===== src/inc/sgc_pkg.sv =====
// Constants for the switch global control block: register map, field
// positions, reset values, scheduler weights and storm period timing.
// Assumes a 25 MHz core clock and an AXI4-Lite register bus.
package sgc_pkg;

  // Clock rate and storm measuring periods.
  localparam int unsigned CLK_HZ        = 25_000_000;
  localparam int unsigned PERIOD_100_MS = 67;
  localparam int unsigned PERIOD_10_MS  = 500;
  localparam int unsigned CYC_100       = CLK_HZ / 1000 * PERIOD_100_MS;
  localparam int unsigned CYC_10        = CLK_HZ / 1000 * PERIOD_10_MS;
  localparam int unsigned PER_W         = 24;

  // Register indices as printed; byte address is four times the index.
  localparam logic [7:0] IDX_VSQ     = 8'h05;
  localparam logic [7:0] IDX_MRS     = 8'h06;
  localparam logic [7:0] IDX_RATE_LO = 8'h07;
  localparam logic [7:0] ADDR_VSQ     = 8'(IDX_VSQ * 8'h04);
  localparam logic [7:0] ADDR_MRS     = 8'(IDX_MRS * 8'h04);
  localparam logic [7:0] ADDR_RATE_LO = 8'(IDX_RATE_LO * 8'h04);

  // Fields of vlan_snoop_queue_control.
  localparam int unsigned BIT_VLAN      = 7;
  localparam int unsigned BIT_IGMP      = 6;
  localparam int unsigned BIT_MLD       = 5;
  localparam int unsigned BIT_MLD_OPT   = 4;
  localparam int unsigned BIT_WFQ       = 3;
  localparam int unsigned BIT_SNIFF_AND = 0;

  // Fields of mii_repeater_storm_control.
  localparam int unsigned BIT_REPEATER  = 7;
  localparam int unsigned BIT_HALF      = 6;
  localparam int unsigned BIT_FLOW      = 5;
  localparam int unsigned BIT_10M       = 4;
  localparam int unsigned BIT_NULL_VID  = 3;
  localparam int unsigned RATE_HI_MSB   = 2;

  // Reset values; strap bits of the second register are ORed in at reset.
  localparam logic [7:0] VSQ_RST     = 8'h00;
  localparam logic [7:0] MRS_RST     = 8'h00;
  localparam logic [7:0] RATE_LO_RST = 8'h63;

  // Scheduler weights for queue_zero up to queue_three.
  localparam int unsigned NQ = 4;
  localparam logic [3:0] WFQ_WEIGHT [NQ] = '{4'h1, 4'h2, 4'h4, 4'h8};

  // Storm limit width, port count and the null VLAN identifier.
  localparam int unsigned LIM_W    = 11;
  localparam int unsigned NPORT    = 3;
  localparam logic [11:0] NULL_VID = 12'h000;

  // AXI responses.
  localparam logic [1:0] RESP_OKAY   = 2'h0;
  localparam logic [1:0] RESP_SLVERR = 2'h2;

endpackage


===== src/sgc_wfq_sched.sv =====
// Output queue scheduler: strict priority or weighted fair queueing.
// Assumes queue_busy is on the core clock and tx_slot pulses per free slot.
`timescale 1ns/100ps
module sgc_wfq_sched
  import sgc_pkg::*;
(
  // Clock and reset.
  input  wire logic          aclk,
  input  wire logic          aresetn,
  // Mode and queue state.
  input  wire logic          wfq_enable,
  input  wire logic [NQ-1:0] queue_busy,
  input  wire logic          tx_slot,
  // One-hot grant, one cycle after tx_slot.
  output logic      [NQ-1:0] grant
);

  logic [3:0]    credit      [NQ];
  logic [3:0]    next_credit [NQ];
  logic [3:0]    load        [NQ];
  logic [NQ-1:0] next_grant;
  logic [3:0]    extra;
  logic [1:0]    top;
  logic [1:0]    sel;
  logic          have;

  // Pick the queue to serve and update the per-round credits.
  always_comb
  begin
    next_credit = credit;
    next_grant  = '0;
    load        = credit;
    extra       = '0;
    top         = '0;
    sel         = '0;
    have        = 1'b0;
    if (!wfq_enable)
    begin
      next_credit = '{default: 4'h0};
      for (int q = 0; q < NQ; q++)
        if (queue_busy[q]) sel = 2'(q);
      if (tx_slot && queue_busy != '0) next_grant[sel] = 1'b1;
    end
    else if (tx_slot && queue_busy != '0)
    begin
      for (int q = 0; q < NQ; q++)
        if (queue_busy[q] && credit[q] != '0) have = 1'b1;
      if (!have)
      begin
        for (int q = 0; q < NQ; q++)
        begin
          load[q] = queue_busy[q] ? WFQ_WEIGHT[q] : 4'h0;
          if (!queue_busy[q]) extra = 4'(extra + 4'h1);
          else top = 2'(q);
        end
        load[top] = 4'(load[top] + extra);
      end
      for (int q = 0; q < NQ; q++)
        if (queue_busy[q] && load[q] != '0) sel = 2'(q);
      next_credit      = load;
      next_credit[sel] = 4'(load[sel] - 4'h1);
      next_grant[sel]  = 1'b1;
    end
  end

  // Register credits and grant.
  always_ff @(posedge aclk)
  begin
    if (!aresetn)
    begin
      credit <= '{default: 4'h0};
      grant  <= '0;
    end
    else
    begin
      credit <= next_credit;
      grant  <= next_grant;
    end
  end

endmodule // sgc_wfq_sched


===== src/sgc_global_ctrl.sv =====
// Global control registers three and four of a three-port switch, with
// the storm rate low byte, behind an AXI4-Lite slave, plus the logic
// these bits steer: snoop forwarding, mirroring, null VID replacement,
// broadcast storm metering and the output queue scheduler.
// Assumes one 25 MHz clock; strap pins are asynchronous and synchronised.
//
// What this block does
// - VLAN enable bit 7 turns on tag-based VLAN mode, resets zero.
// - IGMP snoop bit 6 forwards recognised IGMP packets to the MII port.
// - Bits 5 and 4 enable MLD snooping and its option; reset zero.
// - Fair queue bit clear: strict priority, higher queue always first.
// - Fair queueing with all queues busy shares bandwidth 8:4:2:1.
// - Each empty queue gives one weight unit to highest busy queue.
// - Sniff select set: mirror only when source and destination match.
// - Sniff select clear: mirror when source or destination matches.
// - Repeater bit 7 of the second register, resets zero.
// - Bit 6 selects MII half duplex; reset from the duplex strap.
// - Bit 5 enables MII flow control; reset from the flow strap.
// - Bit 4 selects MII 10Mbps; reset from the speed strap.
// - Straps load their bits at reset; low gives zero, high gives one.
// - Null VID bit 3 replaces a null VLAN identifier with port VID.
// - Bits 2-0 hold bits 10 to 8 of the storm block limit.
// - Storm period is 67ms at 100 Mbit/s, 500ms at 10 Mbit/s.
// - The next register holds limit bits 7-0, reset 0x63.
//
// Register access over AXI4-Lite was decided locally.
`timescale 1ns/100ps
module sgc_global_ctrl
  import sgc_pkg::*;
#(
  parameter int unsigned PERIOD_100_CYC = CYC_100,
  parameter int unsigned PERIOD_10_CYC  = CYC_10
)
(
  // Clock and reset.
  input  wire logic              aclk,
  input  wire logic              aresetn,
  // AXI4-Lite write address and data.
  input  wire logic [7:0]        awaddr,
  input  wire logic              awvalid,
  output logic                   awready,
  input  wire logic [31:0]       wdata,
  input  wire logic [3:0]        wstrb,
  input  wire logic              wvalid,
  output logic                   wready,
  // AXI4-Lite write response.
  output logic [1:0]             bresp,
  output logic                   bvalid,
  input  wire logic              bready,
  // AXI4-Lite read.
  input  wire logic [7:0]        araddr,
  input  wire logic              arvalid,
  output logic                   arready,
  output logic [31:0]            rdata,
  output logic [1:0]             rresp,
  output logic                   rvalid,
  input  wire logic              rready,
  // Strap pins.
  input  wire logic              speed_strap_pin,
  input  wire logic              duplex_strap_pin,
  input  wire logic              flow_control_strap_pin,
  // Configuration levels to the switch core.
  output logic                   vlan_enable,
  output logic                   igmp_snoop_enable,
  output logic                   mld_snoop_enable,
  output logic                   mld_snoop_option,
  output logic                   repeater_enable,
  output logic                   mii_half_duplex,
  output logic                   mii_flow_control,
  output logic                   mii_10m,
  // Packet classification in and decision out.
  input  wire logic              pkt_valid,
  input  wire logic              pkt_is_igmp,
  input  wire logic              pkt_is_mld,
  input  wire logic              pkt_src_sniff,
  input  wire logic              pkt_dst_sniff,
  input  wire logic [11:0]       pkt_vid,
  input  wire logic [11:0]       port_vid,
  output logic                   out_valid,
  output logic                   fwd_to_mii,
  output logic                   mirror,
  output logic [11:0]            out_vid,
  // Broadcast storm metering per input port.
  input  wire logic [NPORT-1:0]  port_10m,
  input  wire logic [NPORT-1:0]  bcast_block,
  output logic      [NPORT-1:0]  storm_drop,
  // Output scheduler.
  input  wire logic [NQ-1:0]     queue_busy,
  input  wire logic              tx_slot,
  output logic      [NQ-1:0]     tx_grant
);

  localparam logic [PER_W-1:0] P100 = PER_W'(PERIOD_100_CYC - 1);
  localparam logic [PER_W-1:0] P10  = PER_W'(PERIOD_10_CYC - 1);

  logic [2:0]  strap_meta;
  logic [2:0]  strap_sync;
  logic [7:0]  vsq;
  logic [7:0]  mrs;
  logic [7:0]  rate_lo;
  logic [7:0]  next_vsq;
  logic [7:0]  next_mrs;
  logic [7:0]  next_rate_lo;
  logic [7:0]  strap_val;
  logic        aw_got;
  logic        w_got;
  logic [7:0]  wr_addr;
  logic [7:0]  wr_data;
  logic        wr_lane;
  logic        next_aw_got;
  logic        next_w_got;
  logic [7:0]  next_wr_addr;
  logic [7:0]  next_wr_data;
  logic        next_wr_lane;
  logic        next_bvalid;
  logic [1:0]  next_bresp;
  logic        next_rvalid;
  logic [1:0]  next_rresp;
  logic [31:0] next_rdata;
  logic        do_write;
  logic        wr_hit;
  logic [LIM_W-1:0] limit;

  // Strap pins cross into the clock domain through two flip-flops.
  always_ff @(posedge aclk)
  begin
    strap_meta <= {flow_control_strap_pin, duplex_strap_pin, speed_strap_pin};
    strap_sync <= strap_meta;
  end

  // Reset image of the MII register with the strap levels in place.
  always_comb
  begin
    strap_val               = MRS_RST;
    strap_val[BIT_10M]      = strap_sync[0];
    strap_val[BIT_HALF]     = strap_sync[1];
    strap_val[BIT_FLOW]     = strap_sync[2];
  end

  // Write channel: address and data taken in either order.
  always_comb
  begin
    next_aw_got  = aw_got;
    next_w_got   = w_got;
    next_wr_addr = wr_addr;
    next_wr_data = wr_data;
    next_wr_lane = wr_lane;
    next_bvalid  = bvalid;
    next_bresp   = bresp;
    do_write     = 1'b0;
    if (awvalid && awready)
    begin
      next_aw_got  = 1'b1;
      next_wr_addr = awaddr;
    end
    if (wvalid && wready)
    begin
      next_w_got   = 1'b1;
      next_wr_data = wdata[7:0];
      next_wr_lane = wstrb[0];
    end
    if (aw_got && w_got && !bvalid)
    begin
      do_write    = 1'b1;
      next_bvalid = 1'b1;
      next_bresp  = wr_hit ? RESP_OKAY : RESP_SLVERR;
    end
    if (bvalid && bready)
    begin
      next_bvalid = 1'b0;
      next_aw_got = 1'b0;
      next_w_got  = 1'b0;
    end
  end

  assign wr_hit = (wr_addr == ADDR_VSQ) || (wr_addr == ADDR_MRS)
                  || (wr_addr == ADDR_RATE_LO);

  // Register file next values; a write steers the low byte lane only.
  always_comb
  begin
    next_vsq     = vsq;
    next_mrs     = mrs;
    next_rate_lo = rate_lo;
    if (do_write && wr_lane)
    begin
      if (wr_addr == ADDR_VSQ)
        next_vsq = wr_data;
      if (wr_addr == ADDR_MRS)
        next_mrs = wr_data;
      if (wr_addr == ADDR_RATE_LO)
        next_rate_lo = wr_data;
    end
  end

  // Read channel: one answer the cycle after the address is taken.
  always_comb
  begin
    next_rvalid = rvalid;
    next_rresp  = rresp;
    next_rdata  = rdata;
    if (arvalid && arready)
    begin
      next_rvalid = 1'b1;
      next_rresp  = RESP_OKAY;
      next_rdata  = '0;
      unique case (araddr)
        ADDR_VSQ:     next_rdata[7:0] = vsq;
        ADDR_MRS:     next_rdata[7:0] = mrs;
        ADDR_RATE_LO: next_rdata[7:0] = rate_lo;
        default:      next_rresp = RESP_SLVERR;
      endcase
    end
    else if (rvalid && rready)
      next_rvalid = 1'b0;
  end

  // Bus and register state; straps load the MII bits during reset.
  always_ff @(posedge aclk)
  begin
    if (!aresetn)
    begin
      vsq     <= VSQ_RST;
      mrs     <= strap_val;
      rate_lo <= RATE_LO_RST;
      aw_got  <= 1'b0;
      w_got   <= 1'b0;
      wr_addr <= '0;
      wr_data <= '0;
      wr_lane <= 1'b0;
      awready <= 1'b0;
      wready  <= 1'b0;
      bvalid  <= 1'b0;
      bresp   <= RESP_OKAY;
      arready <= 1'b0;
      rvalid  <= 1'b0;
      rresp   <= RESP_OKAY;
      rdata   <= '0;
    end
    else
    begin
      vsq     <= next_vsq;
      mrs     <= next_mrs;
      rate_lo <= next_rate_lo;
      aw_got  <= next_aw_got;
      w_got   <= next_w_got;
      wr_addr <= next_wr_addr;
      wr_data <= next_wr_data;
      wr_lane <= next_wr_lane;
      awready <= !next_aw_got;
      wready  <= !next_w_got;
      bvalid  <= next_bvalid;
      bresp   <= next_bresp;
      arready <= !next_rvalid;
      rvalid  <= next_rvalid;
      rresp   <= next_rresp;
      rdata   <= next_rdata;
    end
  end

  // Configuration levels come straight from the register flip-flops.
  assign vlan_enable       = vsq[BIT_VLAN];
  assign igmp_snoop_enable = vsq[BIT_IGMP];
  assign mld_snoop_enable  = vsq[BIT_MLD];
  assign mld_snoop_option  = vsq[BIT_MLD_OPT];
  assign repeater_enable   = mrs[BIT_REPEATER];
  assign mii_half_duplex   = mrs[BIT_HALF];
  assign mii_flow_control  = mrs[BIT_FLOW];
  assign mii_10m           = mrs[BIT_10M];
  assign limit             = {mrs[RATE_HI_MSB:0], rate_lo};

  // Per-packet decisions, registered one cycle behind the classification.
  always_ff @(posedge aclk)
  begin
    if (!aresetn)
    begin
      out_valid  <= 1'b0;
      fwd_to_mii <= 1'b0;
      mirror     <= 1'b0;
      out_vid    <= '0;
    end
    else
    begin
      out_valid  <= pkt_valid;
      fwd_to_mii <= pkt_valid && ((vsq[BIT_IGMP] && pkt_is_igmp)
                    || (vsq[BIT_MLD] && pkt_is_mld));
      mirror     <= pkt_valid && (vsq[BIT_SNIFF_AND]
                    ? (pkt_src_sniff && pkt_dst_sniff)
                    : (pkt_src_sniff || pkt_dst_sniff));
      out_vid    <= (mrs[BIT_NULL_VID] && pkt_vid == NULL_VID)
                    ? port_vid : pkt_vid;
    end
  end

  // Storm metering: one period timer and one block counter per port.
  generate
    for (genvar p = 0; p < NPORT; p++)
    begin : g_storm
      logic [PER_W-1:0] per;
      logic [PER_W-1:0] next_per;
      logic [LIM_W-1:0] blocks;
      logic [LIM_W-1:0] next_blocks;
      logic             next_drop;

      // Count blocks up to the limit and restart on each period end.
      always_comb
      begin
        next_per    = PER_W'(per + 1'b1);
        next_blocks = blocks;
        if (per >= (port_10m[p] ? P10 : P100))
        begin
          next_per    = '0;
          next_blocks = '0;
        end
        // A block on the restart edge counts as the first of the new period.
        if (bcast_block[p] && next_blocks < limit)
          next_blocks = LIM_W'(next_blocks + 1'b1);
        next_drop = (next_blocks >= limit);
      end

      // Register the timer, the count and the drop flag.
      always_ff @(posedge aclk)
      begin
        if (!aresetn)
        begin
          per           <= '0;
          blocks        <= '0;
          storm_drop[p] <= 1'b0;
        end
        else
        begin
          per           <= next_per;
          blocks        <= next_blocks;
          storm_drop[p] <= next_drop;
        end
      end
    end
  endgenerate

  // Output queue scheduler steered by the fair queue bit.
  sgc_wfq_sched u_sched
  (
    .aclk       (aclk),
    .aresetn    (aresetn),
    .wfq_enable (vsq[BIT_WFQ]),
    .queue_busy (queue_busy),
    .tx_slot    (tx_slot),
    .grant      (tx_grant)
  );

endmodule // sgc_global_ctrl


===== config.mk =====
export PLATFORM = sky130hd
export DESIGN_NAME = sgc_global_ctrl
export DESIGN_NICKNAME = d
export VERILOG_FILES = /design/src/inc/sgc_pkg.sv /design/src/sgc_wfq_sched.sv /design/src/sgc_global_ctrl.sv
export SDC_FILE = /design/constraint.sdc
export NUM_CORES = 1
export LEC_CHECK = 0
export BUFFER_PORTS_ARGS = -buffer_cell sky130_fd_sc_hd__buf_4
export CAP_MARGIN = 20
export CELL_PAD_IN_SITES_DETAIL_PLACEMENT = 1
export CELL_PAD_IN_SITES_GLOBAL_PLACEMENT = 1
export CORE_ASPECT_RATIO = 1.4
export CORE_MARGIN = 5
export CORE_UTILIZATION = 47
export CTS_CLUSTER_SIZE = 40
export DETAILED_ROUTE_END_ITERATION = 8
export HOLD_SLACK_MARGIN = 0.15
export PLACE_DENSITY_LB_ADDON = 0.1
export SYNTH_ARGS = -nofsm -noshare
export SYNTH_HDL_FRONTEND = slang
export SYNTH_SLANG_ARGS = --single-unit

===== constraint.sdc =====
create_clock -name aclk -period 17.9 [get_ports aclk]
set_clock_uncertainty 0.15 [all_clocks]
set_input_delay 1.79 -clock aclk [delete_from_list [all_inputs] [get_ports aclk]]
set_output_delay 1.79 -clock aclk [all_outputs]
set_load 0.05 [all_outputs]

==> summary.txt <==
Timing
  • Period Utilization, post-route: 0.4258
  • Achievable Freq: 0.1312 GHz
  • Final Max Tran Viols: 0
  • Final Setup Violations: 0
  • Final Hold Viols: 0
  • RSZ-0062 raised after global routing: no
  • Rel. slew slack: 0.3471
  • Crit path time final: 7.621 ns
  • Setup TNS Final: 0 ns
  • Worst Max-Slew Pin Slew: 0.9688 ns
  • Worst Slack Setup Final: 10.28 ns

Global routing
  • Initial antenna violation count: 0
  • Total track usage: 0.2282
  • GR Overflow Total: 0
  • Largest net degree at the start of global routing: 64
  • Vias in the first global route: 11290
  • First-pass GRT wire length: 54230 um

Clock tree
  • Maximum clock insertion buffer count: 3
  • Cts repair resizes: 0
  • Clock sink total: 207
  • CTS tree: yes
  • # hold bufs at CTS: 0
  • CTS clk-pin slew, worst paths: 0.06 ns
  • Inserted Clock Buffers: 23
  • Postcts setup bufs: 0
  • Root Buffer: clkbuf_16
  • Worst-skew pair later-pin latency: 0.51 ns
  • CTS HTree Levels: 1

Route
  • WL/cell: 17.85 um
  • DR iter-0 viols: 359
  • Via Count: 10420
  • Detailed Routing Iterations Pass 1: 4
  • ANT nets after route: 0
  • Remaining DRCs: 0
  • Avg Vias per Cell: 5.655
  • Post-Route WL: 32900 um

Floorplanning
  • I/O pins: 173
  • Die Area: 28690 um^2
  • Initial Utilization: 0.4729
  • Core Footprint: 25210 um^2
  • Die width: 144.6 um
  • DIE HEIGHT: 198.4 um
  • # rows: 69

Cells and area
  • Layout cells sized above 1: 0.1299
  • Fillers: 3045
  • Design area: 13770 um^2
  • Ant. Diodes: 0
  • Final Util: 0.5464
  • NumNets Final: 1723
  • Layout area overhead: 15.56%

Place
  • Final HPWL DP: 24560 um
  • Port bufs: 119
  • GPL Wtd Cong: 0.9084
  • DP Area: 12970 um^2
  • Place WS: 9.698 ns

Synth
  • Dominant synthesized flop cell: dfxtp_1
  • Distinct cell type count after synthesis: 82
  • Area contributors post-synth: dfxtp_1 34%, ha_1 12%, nor2_1 6.3%
  • Synth warn: 0
  • Sequential area share after synthesis: 0.3502
  • Mapped cell area: 11920 um^2
  • Yosys top cell area share: 0.3426
  • Post-synthesis cell count: 1405
  • Post-synth EDFFs: 3
  • Most frequent cell after synthesis: dfxtp_1
  • Cell taking the most area after synthesis: dfxtp_1
  • #FFs+latches synth: 207
  • Post-synth top cells: 204 x dfxtp_1, 201 x nor2_1, 139 x nand2_1
  • Syn avg cell area: 8.484 um^2
  • Asr flop ratio synth: 0

Worst setup path
  • CP Data Required Time: 18.13 ns
  • Setup crit start kind: input pin
  • Reg2Reg Setup Slack: 11.54 ns
  • Worst-path fanout max: 10
  • Kind of critical path: in -> reg
  • CP Capture Type: flop
  • CP arrival: 7.85 ns

Min path
  • Hold Path Class: reg -> reg

Run
  • Max-cap violations: 0

Power and ir drop
  • Leak: 6.055 nW
  • PwrDens: 84.23 nW/um^2
  • Total power: 1.160 mW
  • Max VDD drop: 0.07147 mV

Status
  • Status: complete, no violations
## layout by cell type, fill, tap and decap left out, types with 9 or more instances in the layout
cell and n:
dfxtp_1 204, nor2_1 201, nand2_1 139, buf_4 122, ha_1 112, a21oi_1 95, and2_1 56, xor2_1 53
nand3_1 47, xnor2_1 44, inv_1 38, nand4_1 33, o21ai_0 30, mux2i_1 27, conb_1 26, and3_1 24
clkbuf_16 23, a21o_1 20, nor3_1 17, o21a_1 15, nor4_1 15, mux2_2 12, a31oi_1 11, nand2b_1 11
nor2b_1 9, a22oi_1 9
## cells by family after synthesis
logic type | share of synthesized area
AND/OR/NAND/NOR | 0.2329
AO/OA/AOI/OAI | 0.1453
flip-flops | 0.3502
adder cells (fa/ha/maj) | 0.1192
buffers and inverters | 0.04272
XOR/XNOR | 0.07537
multiplexers | 0.03401
other | 0.0003146
## power breakdown
part           total, mW  leakage [nW]  internal (mW)  switching (mW)
logic              0.174          3.98         0.0652           0.109
registers          0.482          1.69          0.474         0.00835
clock network      0.504         0.387          0.307           0.197
total               1.16          6.06          0.846           0.314
## metal layers
metal | GRT usage | share of wire
met1 | 0.2436 | 0.39
met3 | 0.03944 | 0.038
met5 | 0 | 0
met2 | 0.4415 | 0.54
met4 | 0.07950 | 0.033
## worst max-delay path, cell delays in order
cell       delay, ns
buf_4           0.14
inv_1           0.21
ha_1            0.29
a21o_1          0.20
a2111oi_2       0.45
nand2_1         0.09
a21oi_1         0.34
or2_2           0.31
and2_1          0.21
ha_1            0.26
a21o_1          0.16
a21o_1          0.18
a21oi_1         0.16
o21ai_1         0.11
a221oi_2        0.35
or4b_4          0.57
nand2_1         0.18
mux2_2          0.37
ha_1            0.29
nor2b_1         0.14
o21a_1          0.16
o21a_1          0.16
o21ai_0         0.16
nand2b_1        0.08
a21oi_1         0.14
nor2b_1         0.06
o211ai_1        0.15
a31oi_1         0.14
## final cells by class
cell class,instances,area [um^2],area share
multi-input cells,1114,7331,0.5322
well taps,319,399.1,0.02898
inverters,39,146.4,0.01063
clock inverters,16,210.2,0.01526
repair buffers,123,930.9,0.06758
clock buffers,25,583.1,0.04233
flip-flops and latches,207,4174,0.3030
## path summary, 6_finish.rpt
kind | from | to | cells past startpoint
worst max-delay path | port_10m[2] | storm_drop[2] | 28
worst min-delay path | strap_meta[0] | strap_sync[0] | 0
worst max register to register | g_storm[2].per[17] | storm_drop[2] | 26
worst min register to register | strap_meta[0] | strap_sync[0] | 0
## per-stage QoR
stage | std cells | hold WS, ns
global placement | 1801 | 0.1613
finish | 1843 | 0.1763
CTS | 1842 | 0.1786
floorplan | 1430 | 0.1596
detailed placement | 1801 | 0.1643
global route | 1843 | 0.1948
## sequential cells by signal, indices dropped and copies added (netlist names), 3 cells and up
name and cells:
strap_sync 3, strap_meta 3, out_vid 12, g_storm.blocks 33, wr_addr 8, rate_lo 8
vsq 8, wr_data 8, storm_drop 3, mrs 8, u_sched.grant 4, g_storm.per 72
rdata 8, u_sched.credit 16
No activity file was read; power rests on OpenSTA's default activity.
